<file path="src/verilog/pfr_pkg.sv">
// shared constants, encodings and carrier structs of the fault reporting unit
package pfr_pkg;
    // ----------------------------------------------------------------
    // vectors and error code layout
    // ----------------------------------------------------------------
    localparam logic [7:0] PFR_VEC_PAGE = 8'h0e;
    localparam logic [7:0] PFR_VEC_FP = 8'h10;
    localparam int PFR_EC_W = 32;
    localparam int PFR_EC_P = 0;
    localparam int PFR_EC_WR = 1;
    localparam int PFR_EC_US = 2;
    localparam int PFR_EC_RESV = 3;
    // ----------------------------------------------------------------
    // control bits, floating-point flags, reset values
    // ----------------------------------------------------------------
    localparam int PFR_CTL_W = 4;
    localparam int PFR_CTL_PAGING = 0;
    localparam int PFR_CTL_NUMERR = 1;
    localparam int PFR_CTL_LGPAGE = 2;
    localparam int PFR_CTL_ADDREXT = 3;
    localparam int PFR_FP_CLS = 6;
    localparam int PFR_FP_FLG = 8;
    localparam int PFR_FP_STK = 6;
    localparam int PFR_FP_ARI = 7;
    localparam logic [PFR_CTL_W-1:0] PFR_CTRL_RST = 4'h0;
    localparam logic [PFR_FP_CLS-1:0] PFR_MASK_RST = 6'h3f;
    localparam logic [PFR_FP_FLG-1:0] PFR_FLAGS_RST = 8'h00;
    // ----------------------------------------------------------------
    // register map, byte addresses
    // ----------------------------------------------------------------
    localparam int PFR_AW = 8;
    localparam logic [PFR_AW-1:0] PFR_OFF_CTRL = 8'h00;
    localparam logic [PFR_AW-1:0] PFR_OFF_FLA = 8'h04;
    localparam logic [PFR_AW-1:0] PFR_OFF_ERRC = 8'h08;
    localparam logic [PFR_AW-1:0] PFR_OFF_SIP = 8'h0c;
    localparam logic [PFR_AW-1:0] PFR_OFF_FPST = 8'h10;
    localparam logic [PFR_AW-1:0] PFR_OFF_FPMSK = 8'h14;
    localparam logic [PFR_AW-1:0] PFR_OFF_FPIP = 8'h18;
    localparam logic [PFR_AW-1:0] PFR_OFF_LVEC = 8'h1c;
    localparam logic [1:0] PFR_RESP_OKAY = 2'h0;
    localparam logic [1:0] PFR_RESP_SLVERR = 2'h2;
    // ----------------------------------------------------------------
    // types
    // ----------------------------------------------------------------
    typedef enum logic [1:0] {
        PFR_TS_NONE = 2'h0,
        PFR_TS_OLD = 2'h1,
        PFR_TS_NEW_PRE = 2'h2,
        PFR_TS_NEW_POST = 2'h3
    } pfr_ts_e;
    typedef enum logic [1:0] {
        PFR_ST_IDLE = 2'h1,
        PFR_ST_LOAD = 2'h2
    } pfr_st_e;
    typedef struct packed {
        logic valid;
        logic [31:0] lin_addr;
        logic write;
        logic user;
        logic pde_present;
        logic pte_present;
        logic priv_ok;
        logic rw_violation;
        logic resv_hit;
        pfr_ts_e ts_phase;
    } pfr_walk_s;
    typedef struct packed {
        logic valid;
        logic [PFR_FP_CLS-1:0] cls;
        logic stack_sub;
        logic arith_sub;
        logic [31:0] instr_ip;
    } pfr_fperr_s;
    typedef struct packed {
        logic valid;
        logic waiting;
        logic [31:0] ip;
    } pfr_fpins_s;
    typedef struct packed {
        logic valid;
        logic [7:0] vector;
        logic code_valid;
        logic [PFR_EC_W-1:0] code;
        logic [31:0] saved_ip;
    } pfr_exc_s;
endpackage

</file>
<file path="src/verilog/pfr_fault_unit.sv">
// page fault and deferred floating-point error reporting with axi4-lite registers
`timescale 1ns/1ps
// Contract
// - page fault raised only with paging enabled, on a not-present entry
// - page fault raised when access lacks privilege for the page
// - error code present bit: 0 not present, 1 rights or reserved violation
// - error code write bit: 0 read, 1 write
// - error code user bit: 1 user mode, 0 supervisor mode
// - reserved-bit flag set only while large-page or address-extension enabled
// - every page fault loads the full faulting linear address
// - protection violation still marks directory entry accessed and dirty
// - table entry accessed only without violation or on read/write violation
// - saved pointer is faulting instruction, except new-task switch cases
// - faulting instruction is not executed; state left restartable
// - faults reading new task segment or table use new task context
// - before commit change nothing; after commit load new state, then fault
// - floating-point error exception vector 16 only with report enable
// - six error classes with subtypes, each with status flag and mask
// - masked error gives default result and continues without exception
// - unmasked error sets flag, raises exception at next waiting instruction
// - all but the no-wait control forms check pending errors first
// - saved pointer is the waiting instruction; fp pointer holds faulting one
// - floating-point error exception pushes no error code
module pfr_fault_unit
    import pfr_pkg::*;
(
    input wire logic aclk,
    input wire logic aresetn,
    input wire logic [PFR_AW-1:0] s_axi_awaddr,
    input wire logic s_axi_awvalid,
    output logic s_axi_awready,
    input wire logic [31:0] s_axi_wdata,
    input wire logic [3:0] s_axi_wstrb,
    input wire logic s_axi_wvalid,
    output logic s_axi_wready,
    output logic [1:0] s_axi_bresp,
    output logic s_axi_bvalid,
    input wire logic s_axi_bready,
    input wire logic [PFR_AW-1:0] s_axi_araddr,
    input wire logic s_axi_arvalid,
    output logic s_axi_arready,
    output logic [31:0] s_axi_rdata,
    output logic [1:0] s_axi_rresp,
    output logic s_axi_rvalid,
    input wire logic s_axi_rready,
    input wire pfr_walk_s walk,
    input wire logic [31:0] cur_ip,
    input wire logic [31:0] new_task_ip,
    input wire pfr_fperr_s fp_err,
    input wire pfr_fpins_s fp_instr,
    output pfr_exc_s exc,
    output logic pde_mark_ad,
    output logic pte_mark_a,
    output logic load_new_task,
    output logic fp_default_result,
    output logic fp_instr_go
);
    // ----------------------------------------------------------------
    // state
    // ----------------------------------------------------------------
    typedef struct packed {
        pfr_st_e st;
        logic [PFR_CTL_W-1:0] ctrl;
        logic [PFR_FP_CLS-1:0] mask;
        logic [PFR_FP_FLG-1:0] flags;
        logic [31:0] fault_addr;
        logic [PFR_EC_W-1:0] err_code;
        logic [31:0] saved_ip;
        logic [31:0] fp_ip;
        logic [7:0] last_vec;
        logic [PFR_EC_W-1:0] pend_code;
        logic [31:0] pend_ip;
        pfr_exc_s exc;
        logic pde_mark;
        logic pte_mark;
        logic load_new;
        logic fp_dflt;
        logic fp_go;
        logic aw_got;
        logic [PFR_AW-1:0] aw_addr;
        logic w_got;
        logic [31:0] w_data;
        logic [3:0] w_strb;
        logic awready;
        logic wready;
        logic bvalid;
        logic [1:0] bresp;
        logic arready;
        logic rvalid;
        logic [31:0] rdata;
        logic [1:0] rresp;
    } pfr_state_s;

    pfr_state_s r;
    pfr_state_s n;
    logic c_pf;
    logic not_present;
    logic prot;
    logic resv_eff;
    logic fp_pending;
    logic [PFR_EC_W-1:0] code_now;

    function automatic logic hit(input logic [PFR_AW-1:0] a, input logic [PFR_AW-1:0] off);
        hit = ({a[PFR_AW-1:2], 2'h0} == off);
    endfunction

    // ----------------------------------------------------------------
    // next state
    // ----------------------------------------------------------------
    always_comb begin
        n = r;
        n.exc.valid = 1'b0;
        n.pde_mark = 1'b0;
        n.pte_mark = 1'b0;
        n.load_new = 1'b0;
        n.fp_dflt = 1'b0;
        n.fp_go = 1'b0;
        // entry further down is meaningless once an upper entry is absent
        not_present = !walk.pde_present || !walk.pte_present;
        prot = !walk.priv_ok && !not_present;
        resv_eff = walk.resv_hit && !not_present
            && (r.ctrl[PFR_CTL_LGPAGE] || r.ctrl[PFR_CTL_ADDREXT]);
        c_pf = walk.valid && r.ctrl[PFR_CTL_PAGING] && (r.st == PFR_ST_IDLE)
            && (not_present || prot || resv_eff);
        code_now = '0;
        code_now[PFR_EC_P] = !not_present;
        code_now[PFR_EC_WR] = walk.write;
        code_now[PFR_EC_US] = walk.user;
        code_now[PFR_EC_RESV] = resv_eff;
        fp_pending = r.ctrl[PFR_CTL_NUMERR] && |(r.flags[PFR_FP_CLS-1:0] & ~r.mask);

        // accessed and dirty marking happens whether or not the walk faults
        if (walk.valid && r.ctrl[PFR_CTL_PAGING] && (r.st == PFR_ST_IDLE)) begin
            n.pde_mark = walk.pde_present && !resv_eff;
            n.pte_mark = !not_present && !resv_eff && (!prot || walk.rw_violation);
        end

        case (r.st)
            PFR_ST_IDLE: begin
                if (c_pf) begin
                    n.fault_addr = walk.lin_addr;
                    n.err_code = code_now;
                    if (walk.ts_phase == PFR_TS_NEW_POST) begin
                        // new task state goes in unchecked before the fault is taken
                        n.st = PFR_ST_LOAD;
                        n.load_new = 1'b1;
                        n.pend_code = code_now;
                        n.pend_ip = new_task_ip;
                    end else begin
                        // exc marks the instruction squashed, nothing else commits
                        n.exc.valid = 1'b1;
                        n.exc.vector = PFR_VEC_PAGE;
                        n.exc.code_valid = 1'b1;
                        n.exc.code = code_now;
                        n.exc.saved_ip = (walk.ts_phase == PFR_TS_NEW_PRE) ?
                            new_task_ip : cur_ip;
                        n.saved_ip = n.exc.saved_ip;
                        n.last_vec = PFR_VEC_PAGE;
                    end
                end else if (fp_instr.valid) begin
                    if (fp_instr.waiting && fp_pending) begin
                        n.exc.valid = 1'b1;
                        n.exc.vector = PFR_VEC_FP;
                        n.exc.code_valid = 1'b0;
                        n.exc.code = '0;
                        n.exc.saved_ip = fp_instr.ip;
                        n.saved_ip = fp_instr.ip;
                        n.last_vec = PFR_VEC_FP;
                    end else begin
                        n.fp_go = 1'b1;
                    end
                end
            end
            PFR_ST_LOAD: begin
                n.exc.valid = 1'b1;
                n.exc.vector = PFR_VEC_PAGE;
                n.exc.code_valid = 1'b1;
                n.exc.code = r.pend_code;
                n.exc.saved_ip = r.pend_ip;
                n.saved_ip = r.pend_ip;
                n.last_vec = PFR_VEC_PAGE;
                n.st = PFR_ST_IDLE;
            end
            default: begin
                n.st = PFR_ST_IDLE;
            end
        endcase

        // ------------------------------------------------------------
        // axi4-lite slave
        // ------------------------------------------------------------
        if (s_axi_awvalid && r.awready) begin
            n.aw_got = 1'b1;
            n.aw_addr = s_axi_awaddr;
        end
        if (s_axi_wvalid && r.wready) begin
            n.w_got = 1'b1;
            n.w_data = s_axi_wdata;
            n.w_strb = s_axi_wstrb;
        end
        if (r.bvalid && s_axi_bready) begin
            n.bvalid = 1'b0;
        end
        if (r.aw_got && r.w_got && !r.bvalid) begin
            n.aw_got = 1'b0;
            n.w_got = 1'b0;
            n.bvalid = 1'b1;
            n.bresp = PFR_RESP_OKAY;
            if (hit(r.aw_addr, PFR_OFF_CTRL)) begin
                if (r.w_strb[0]) begin
                    n.ctrl = r.w_data[PFR_CTL_W-1:0];
                end
            end else if (hit(r.aw_addr, PFR_OFF_FPMSK)) begin
                if (r.w_strb[0]) begin
                    n.mask = r.w_data[PFR_FP_CLS-1:0];
                end
            end else if (hit(r.aw_addr, PFR_OFF_FPST)) begin
                if (r.w_strb[0]) begin
                    n.flags = r.flags & ~r.w_data[PFR_FP_FLG-1:0];
                end
            end else if (!(hit(r.aw_addr, PFR_OFF_FLA) || hit(r.aw_addr, PFR_OFF_ERRC)
                || hit(r.aw_addr, PFR_OFF_SIP) || hit(r.aw_addr, PFR_OFF_FPIP)
                || hit(r.aw_addr, PFR_OFF_LVEC))) begin
                n.bresp = PFR_RESP_SLVERR;
            end
        end

        // floating-point error capture after the clear, so a new error wins
        if (fp_err.valid && (fp_err.cls != '0)) begin
            n.flags = n.flags | {fp_err.arith_sub, fp_err.stack_sub, fp_err.cls};
            n.fp_ip = fp_err.instr_ip;
            n.fp_dflt = ((fp_err.cls & ~r.mask) == '0);
        end

        if (r.rvalid && s_axi_rready) begin
            n.rvalid = 1'b0;
        end
        if (s_axi_arvalid && r.arready) begin
            n.rvalid = 1'b1;
            n.rresp = PFR_RESP_OKAY;
            n.rdata = '0;
            if (hit(s_axi_araddr, PFR_OFF_CTRL)) begin
                n.rdata[PFR_CTL_W-1:0] = r.ctrl;
            end else if (hit(s_axi_araddr, PFR_OFF_FLA)) begin
                n.rdata = r.fault_addr;
            end else if (hit(s_axi_araddr, PFR_OFF_ERRC)) begin
                n.rdata = r.err_code;
            end else if (hit(s_axi_araddr, PFR_OFF_SIP)) begin
                n.rdata = r.saved_ip;
            end else if (hit(s_axi_araddr, PFR_OFF_FPST)) begin
                n.rdata[PFR_FP_FLG-1:0] = r.flags;
            end else if (hit(s_axi_araddr, PFR_OFF_FPMSK)) begin
                n.rdata[PFR_FP_CLS-1:0] = r.mask;
            end else if (hit(s_axi_araddr, PFR_OFF_FPIP)) begin
                n.rdata = r.fp_ip;
            end else if (hit(s_axi_araddr, PFR_OFF_LVEC)) begin
                n.rdata[7:0] = r.last_vec;
            end else begin
                n.rresp = PFR_RESP_SLVERR;
            end
        end
        // one write and one read in flight; ready lowers once a slot is held
        n.awready = !n.aw_got && !n.bvalid;
        n.wready = !n.w_got && !n.bvalid;
        n.arready = !n.rvalid;
    end

    always_ff @(posedge aclk) begin
        if (!aresetn) begin
            r <= '0;
            r.st <= PFR_ST_IDLE;
            r.ctrl <= PFR_CTRL_RST;
            r.mask <= PFR_MASK_RST;
            r.flags <= PFR_FLAGS_RST;
        end else begin
            r <= n;
        end
    end

    // ----------------------------------------------------------------
    // outputs
    // ----------------------------------------------------------------
    assign s_axi_awready = r.awready;
    assign s_axi_wready = r.wready;
    assign s_axi_bvalid = r.bvalid;
    assign s_axi_bresp = r.bresp;
    assign s_axi_arready = r.arready;
    assign s_axi_rvalid = r.rvalid;
    assign s_axi_rdata = r.rdata;
    assign s_axi_rresp = r.rresp;
    assign exc = r.exc;
    assign pde_mark_ad = r.pde_mark;
    assign pte_mark_a = r.pte_mark;
    assign load_new_task = r.load_new;
    assign fp_default_result = r.fp_dflt;
    assign fp_instr_go = r.fp_go;

    logic c_pf_d;
    logic [31:0] walk_addr_d;
    always_ff @(posedge aclk) begin
        c_pf_d <= c_pf;
        walk_addr_d <= walk.lin_addr;
    end
endmodule

</file>
<file path="config.mk">
export PLATFORM = sky130hd
export DESIGN_NAME = pfr_fault_unit
export DESIGN_NICKNAME = d
export VERILOG_FILES = /design/src/verilog/pfr_pkg.sv /design/src/verilog/pfr_fault_unit.sv
export SDC_FILE = /design/constraint.sdc
export NUM_CORES = 1
export LEC_CHECK = 0
export BUFFER_PORTS_ARGS = -buffer_cell sky130_fd_sc_hd__buf_4
export CAP_MARGIN = 20
export CORE_AREA = 2 2 154 186
export CTS_CLUSTER_SIZE = 20
export DETAILED_ROUTE_END_ITERATION = 8
export DIE_AREA = 0 0 156 188
export PLACE_DENSITY = 0.71
export SYNTH_ARGS = -nofsm -noshare
export SYNTH_HDL_FRONTEND = slang
export SYNTH_SLANG_ARGS = --single-unit
</file>
<file path="constraint.sdc">
create_clock -name aclk -period 3 [get_ports aclk]
set_input_delay 0 -clock aclk [delete_from_list [all_inputs] [get_ports aclk]]
set_output_delay 0 -clock aclk [all_outputs]
set_load 0.01 [all_outputs]
</file>
==> run metrics <==
gr usage total=28.0%; DR vias=12.4k; Nets=2026; GP Congestion=0.897; outcome=complete, no violations; Hold Path Depth=4; Fill cells=2252; Final period util=94.1%; # Max-Cap Violations=0; RSZ-0062 raised after global routing=no; final setup violating endpoints=0; die height=188 microns; crit-path cells=o21a_1 -> o21ai_4 -> buf_6 -> nand3_1 -> o22ai_1 -> dlygate4sd3_1 -> o221a_2; IO buf count=294; Post-Route WL=43000 microns; CTS Root Cell=clkbuf_16; number of CTS-inserted buffers=26; Peak VDD IR=0.271 mV; average size of a mapped cell=8.55 sq um; post-synthesis cell type count=64; DRC violations left=0; clock sink count=258; Power, Total=7.81 mW; Overflow after GRT=0; CTS clk-pin slew, worst paths=0.07 ns; RR Endpoint=exc[12]$_SDFFE_PN0P_; area leader, netlist=dfxtp_1; CP Capture Type=flop; reg2reg start=r[382]$_SDFFE_PN0P_; P per Cell Area=461 mW/mm^2; Hold Crit Endpoint=exc[22]$_SDFFE_PN0P_; Slew @ Worst Pin=0.997 ns; Leak Pwr=7.00 nW; Area Overhead vs Synth=39.2%; Async SR Flop Fraction=0%; first-pass GRT wire length=65700 microns; layout cells sized above 1=23.6%; H-tree depth=1; crit path time final=2.82 ns; CP required=3.48 ns; area of the multi-input gates=0.00575 sq mm; Worst path max stage delay=0.58 ns; register bit count reported by yosys=258; Post-Synthesis Cells=1423; Area contributors post-synth=dfxtp_1, nand2_1, buf_4; Core Area=0.0276 sq mm; Worst Skew=0.0115 ns; vias per cell=5.78; WHS=0.0237 ns; setup bufs post-CTS=0; Ports=360; Achievable Freq=354 MHz; number of global-route vias before repair=12.1k; synth warn=0; HPWL Detailed=26200 microns; clk buf depth=3; FF+latch area=0.00516 sq mm; Detail Route Antenna Nets=0; initial antenna violation count=4; Final Max Slew Viols=0; first drt pass iteration count=5; die area=0.0293 sq mm; worst skew pair latency=0.53 ns; Netlist Area Pre-Place=0.0122 sq mm; cell count after placement=1882; Synth Flop Type=dfxtp_1; largest net degree at the start of global routing=101; slowest CP cell=o21ai_4; fraction of the yosys area taken by sequential cells=42.4%; Rows=67; critical path's top delay family=compound AO/OA/AOI/OAI gates; WL per Instance=20.0 microns; Relative slew margins=31.8%; worst min-delay path startpoint=cur_ip[22]; Non-Filler Instances=2152; Worst Reg2Reg Path Length in Cells=7; total negative slack=0 ns; critical path class=reg2reg; Worst Path Arrival=3.30 ns; CP Launch Type=flop; 1st-iter DRT viols=1120; type of the most critical hold path=in2reg; Hold Fails Final Rpt=0; post-synth top area share=42.4%; Max FO, Critical Path=53; die width=156 microns; crit path buf inv count=2; CTS tree=yes; reg-to-reg slack, setup=0.18 ns; number of enable flip-flop cells after synthesis=0; initial core utilization=44.1%
==> kinds of logic (layout without fill, tap and decap cells) <==
logic type               after synthesis  after routing  share of synthesized area [%]
other                                  1             38                         0.0308
adder cells (fa/ha/maj)                2              2                          0.206
AND/OR/NAND/NOR                      407            407                           14.1
buffers and inverters                256            603                           11.7
flip-flops                           258            258                           42.4
multiplexers                          51             51                           4.42
AO/OA/AOI/OAI                        448            448                           27.1
==> metal layers <==
layer	share of wire (%)	track usage [%]	up-vias
met3	7.4	3.67	128
met2	48	46.3	655
met5	0	0	-
met1	41	36.7	5891
met4	3.9	11.6	0
li1	-	-	5764
==> stage by stage <==
stage               worst slack [ns]  cell area [sq um]  utilization [%]
floorplan                      0.862              12300                -
global placement               0.551              13800             50.2
detailed placement             0.515              13800             50.2
CTS                           0.0388              16900             61.4
global route                  0.0443              16900             61.4
finish                         0.176              16900             61.4
==> worst min-delay path: stages <==
cell and delay (ns):
buf_4 0.07, mux2i_1 0.08, o22ai_1 0.16, o221a_1 0.20
==> state kept, by name (all words and copies together), names as in the netlist <==
register / cells
exc: 39
fp_default_result: 1
fp_instr_go: 1
load_new_task: 1
pde_mark_ad: 1
pte_mark_a: 1
r: 175
s_axi_arready: 1
s_axi_awready: 1
s_axi_bresp: 1
s_axi_bvalid: 1
s_axi_rdata: 32
s_axi_rresp: 1
s_axi_rvalid: 1
s_axi_wready: 1
==> cell usage in the layout (no fill, tap or decap), types with 4 or more instances in the layout <==
| cell | count |
|---|---|
| a211oi_1 | 36 |
| a21oi_1 | 163 |
| a221o_1 | 34 |
| a222oi_1 | 24 |
| a22oi_1 | 7 |
| a311oi_1 | 6 |
| a31o_2 | 4 |
| and3_1 | 9 |
| buf_4 | 318 |
| clkbuf_1 | 6 |
| clkbuf_16 | 27 |
| clkbuf_8 | 10 |
| conb_1 | 34 |
| dfxtp_1 | 258 |
| diode_2 | 4 |
| dlygate4sd3_1 | 219 |
| inv_1 | 15 |
| mux2i_1 | 47 |
| nand2_1 | 259 |
| nand2b_1 | 5 |
| nand3_1 | 39 |
| nor2_1 | 58 |
| nor2b_1 | 9 |
| nor3_1 | 6 |
| o21ai_0 | 34 |
| o221a_1 | 25 |
| o221a_2 | 42 |
| o22ai_1 | 35 |
==> final cells by class <==
| cell class | instances | area share (%) |
|---|---|---|
| Multi-Input combinational cell | 942 | 34.0 |
| Sequential cell | 258 | 30.5 |
| Timing Repair Buffer | 540 | 27.3 |
| Clock buffer | 43 | 4.94 |
| Tap cell | 345 | 2.55 |
| Inverter | 16 | 0.369 |
| Clock inverter | 4 | 0.281 |
| Antenna cell | 4 | 0.0591 |
==> cells in the mapped netlist, types with 4 or more instances <==
cell type / number
a211oi_1: 36
a21oi_1: 163
a221o_1: 34
a222oi_1: 24
a22oi_1: 7
a311oi_1: 6
a31o_2: 4
and2_1: 5
and3_1: 9
buf_1: 6
buf_2: 26
buf_4: 112
clkbuf_1: 94
dfxtp_1: 258
inv_1: 15
mux2i_1: 47
nand2_1: 259
nand2b_1: 7
nand3_1: 39
nor2_1: 58
nor2b_1: 10
nor3_1: 6
o21ai_0: 34
o221a_1: 25
o221a_2: 42
o22ai_1: 35
==> power by group <==
| part | internal [mW] | switching, mW | total [mW] |
|---|---|---|---|
| Clock | 1.97 | 1.36 | 3.33 |
| Sequential | 3.50 | 0.0518 | 3.55 |
| Combinational | 0.511 | 0.421 | 0.931 |
| Total | 5.99 | 1.83 | 7.81 |
==> timing repair <==
action / in CTS / in global routing
resized for setup: 0 / 1
hold buffers: 219 / 0
setup endpoints to repair: 0 / 1
hold endpoints to repair: 212 / 0
==> how the worst max path moves through the flow <==
| stage | startpoint | endpoint | slack, ns | cells past startpoint |
|---|---|---|---|---|
| after floorplan | r[385]$_SDFFE_PN0P_ | r[270]$_SDFFE_PN0P_ | 0.86 | 11 |
| after global placement | r[382]$_SDFFE_PN0P_ | exc[19]$_SDFFE_PN0P_ | 0.55 | 6 |
| after detailed placement | r[382]$_SDFFE_PN0P_ | exc[20]$_SDFFE_PN0P_ | 0.52 | 6 |
| after CTS | r[382]$_SDFFE_PN0P_ | exc[12]$_SDFFE_PN0P_ | 0.04 | 7 |
| after global routing | r[382]$_SDFFE_PN0P_ | exc[12]$_SDFFE_PN0P_ | 0.04 | 7 |
| final | r[382]$_SDFFE_PN0P_ | exc[12]$_SDFFE_PN0P_ | 0.18 | 7 |
(Power assumes the default switching activity.)
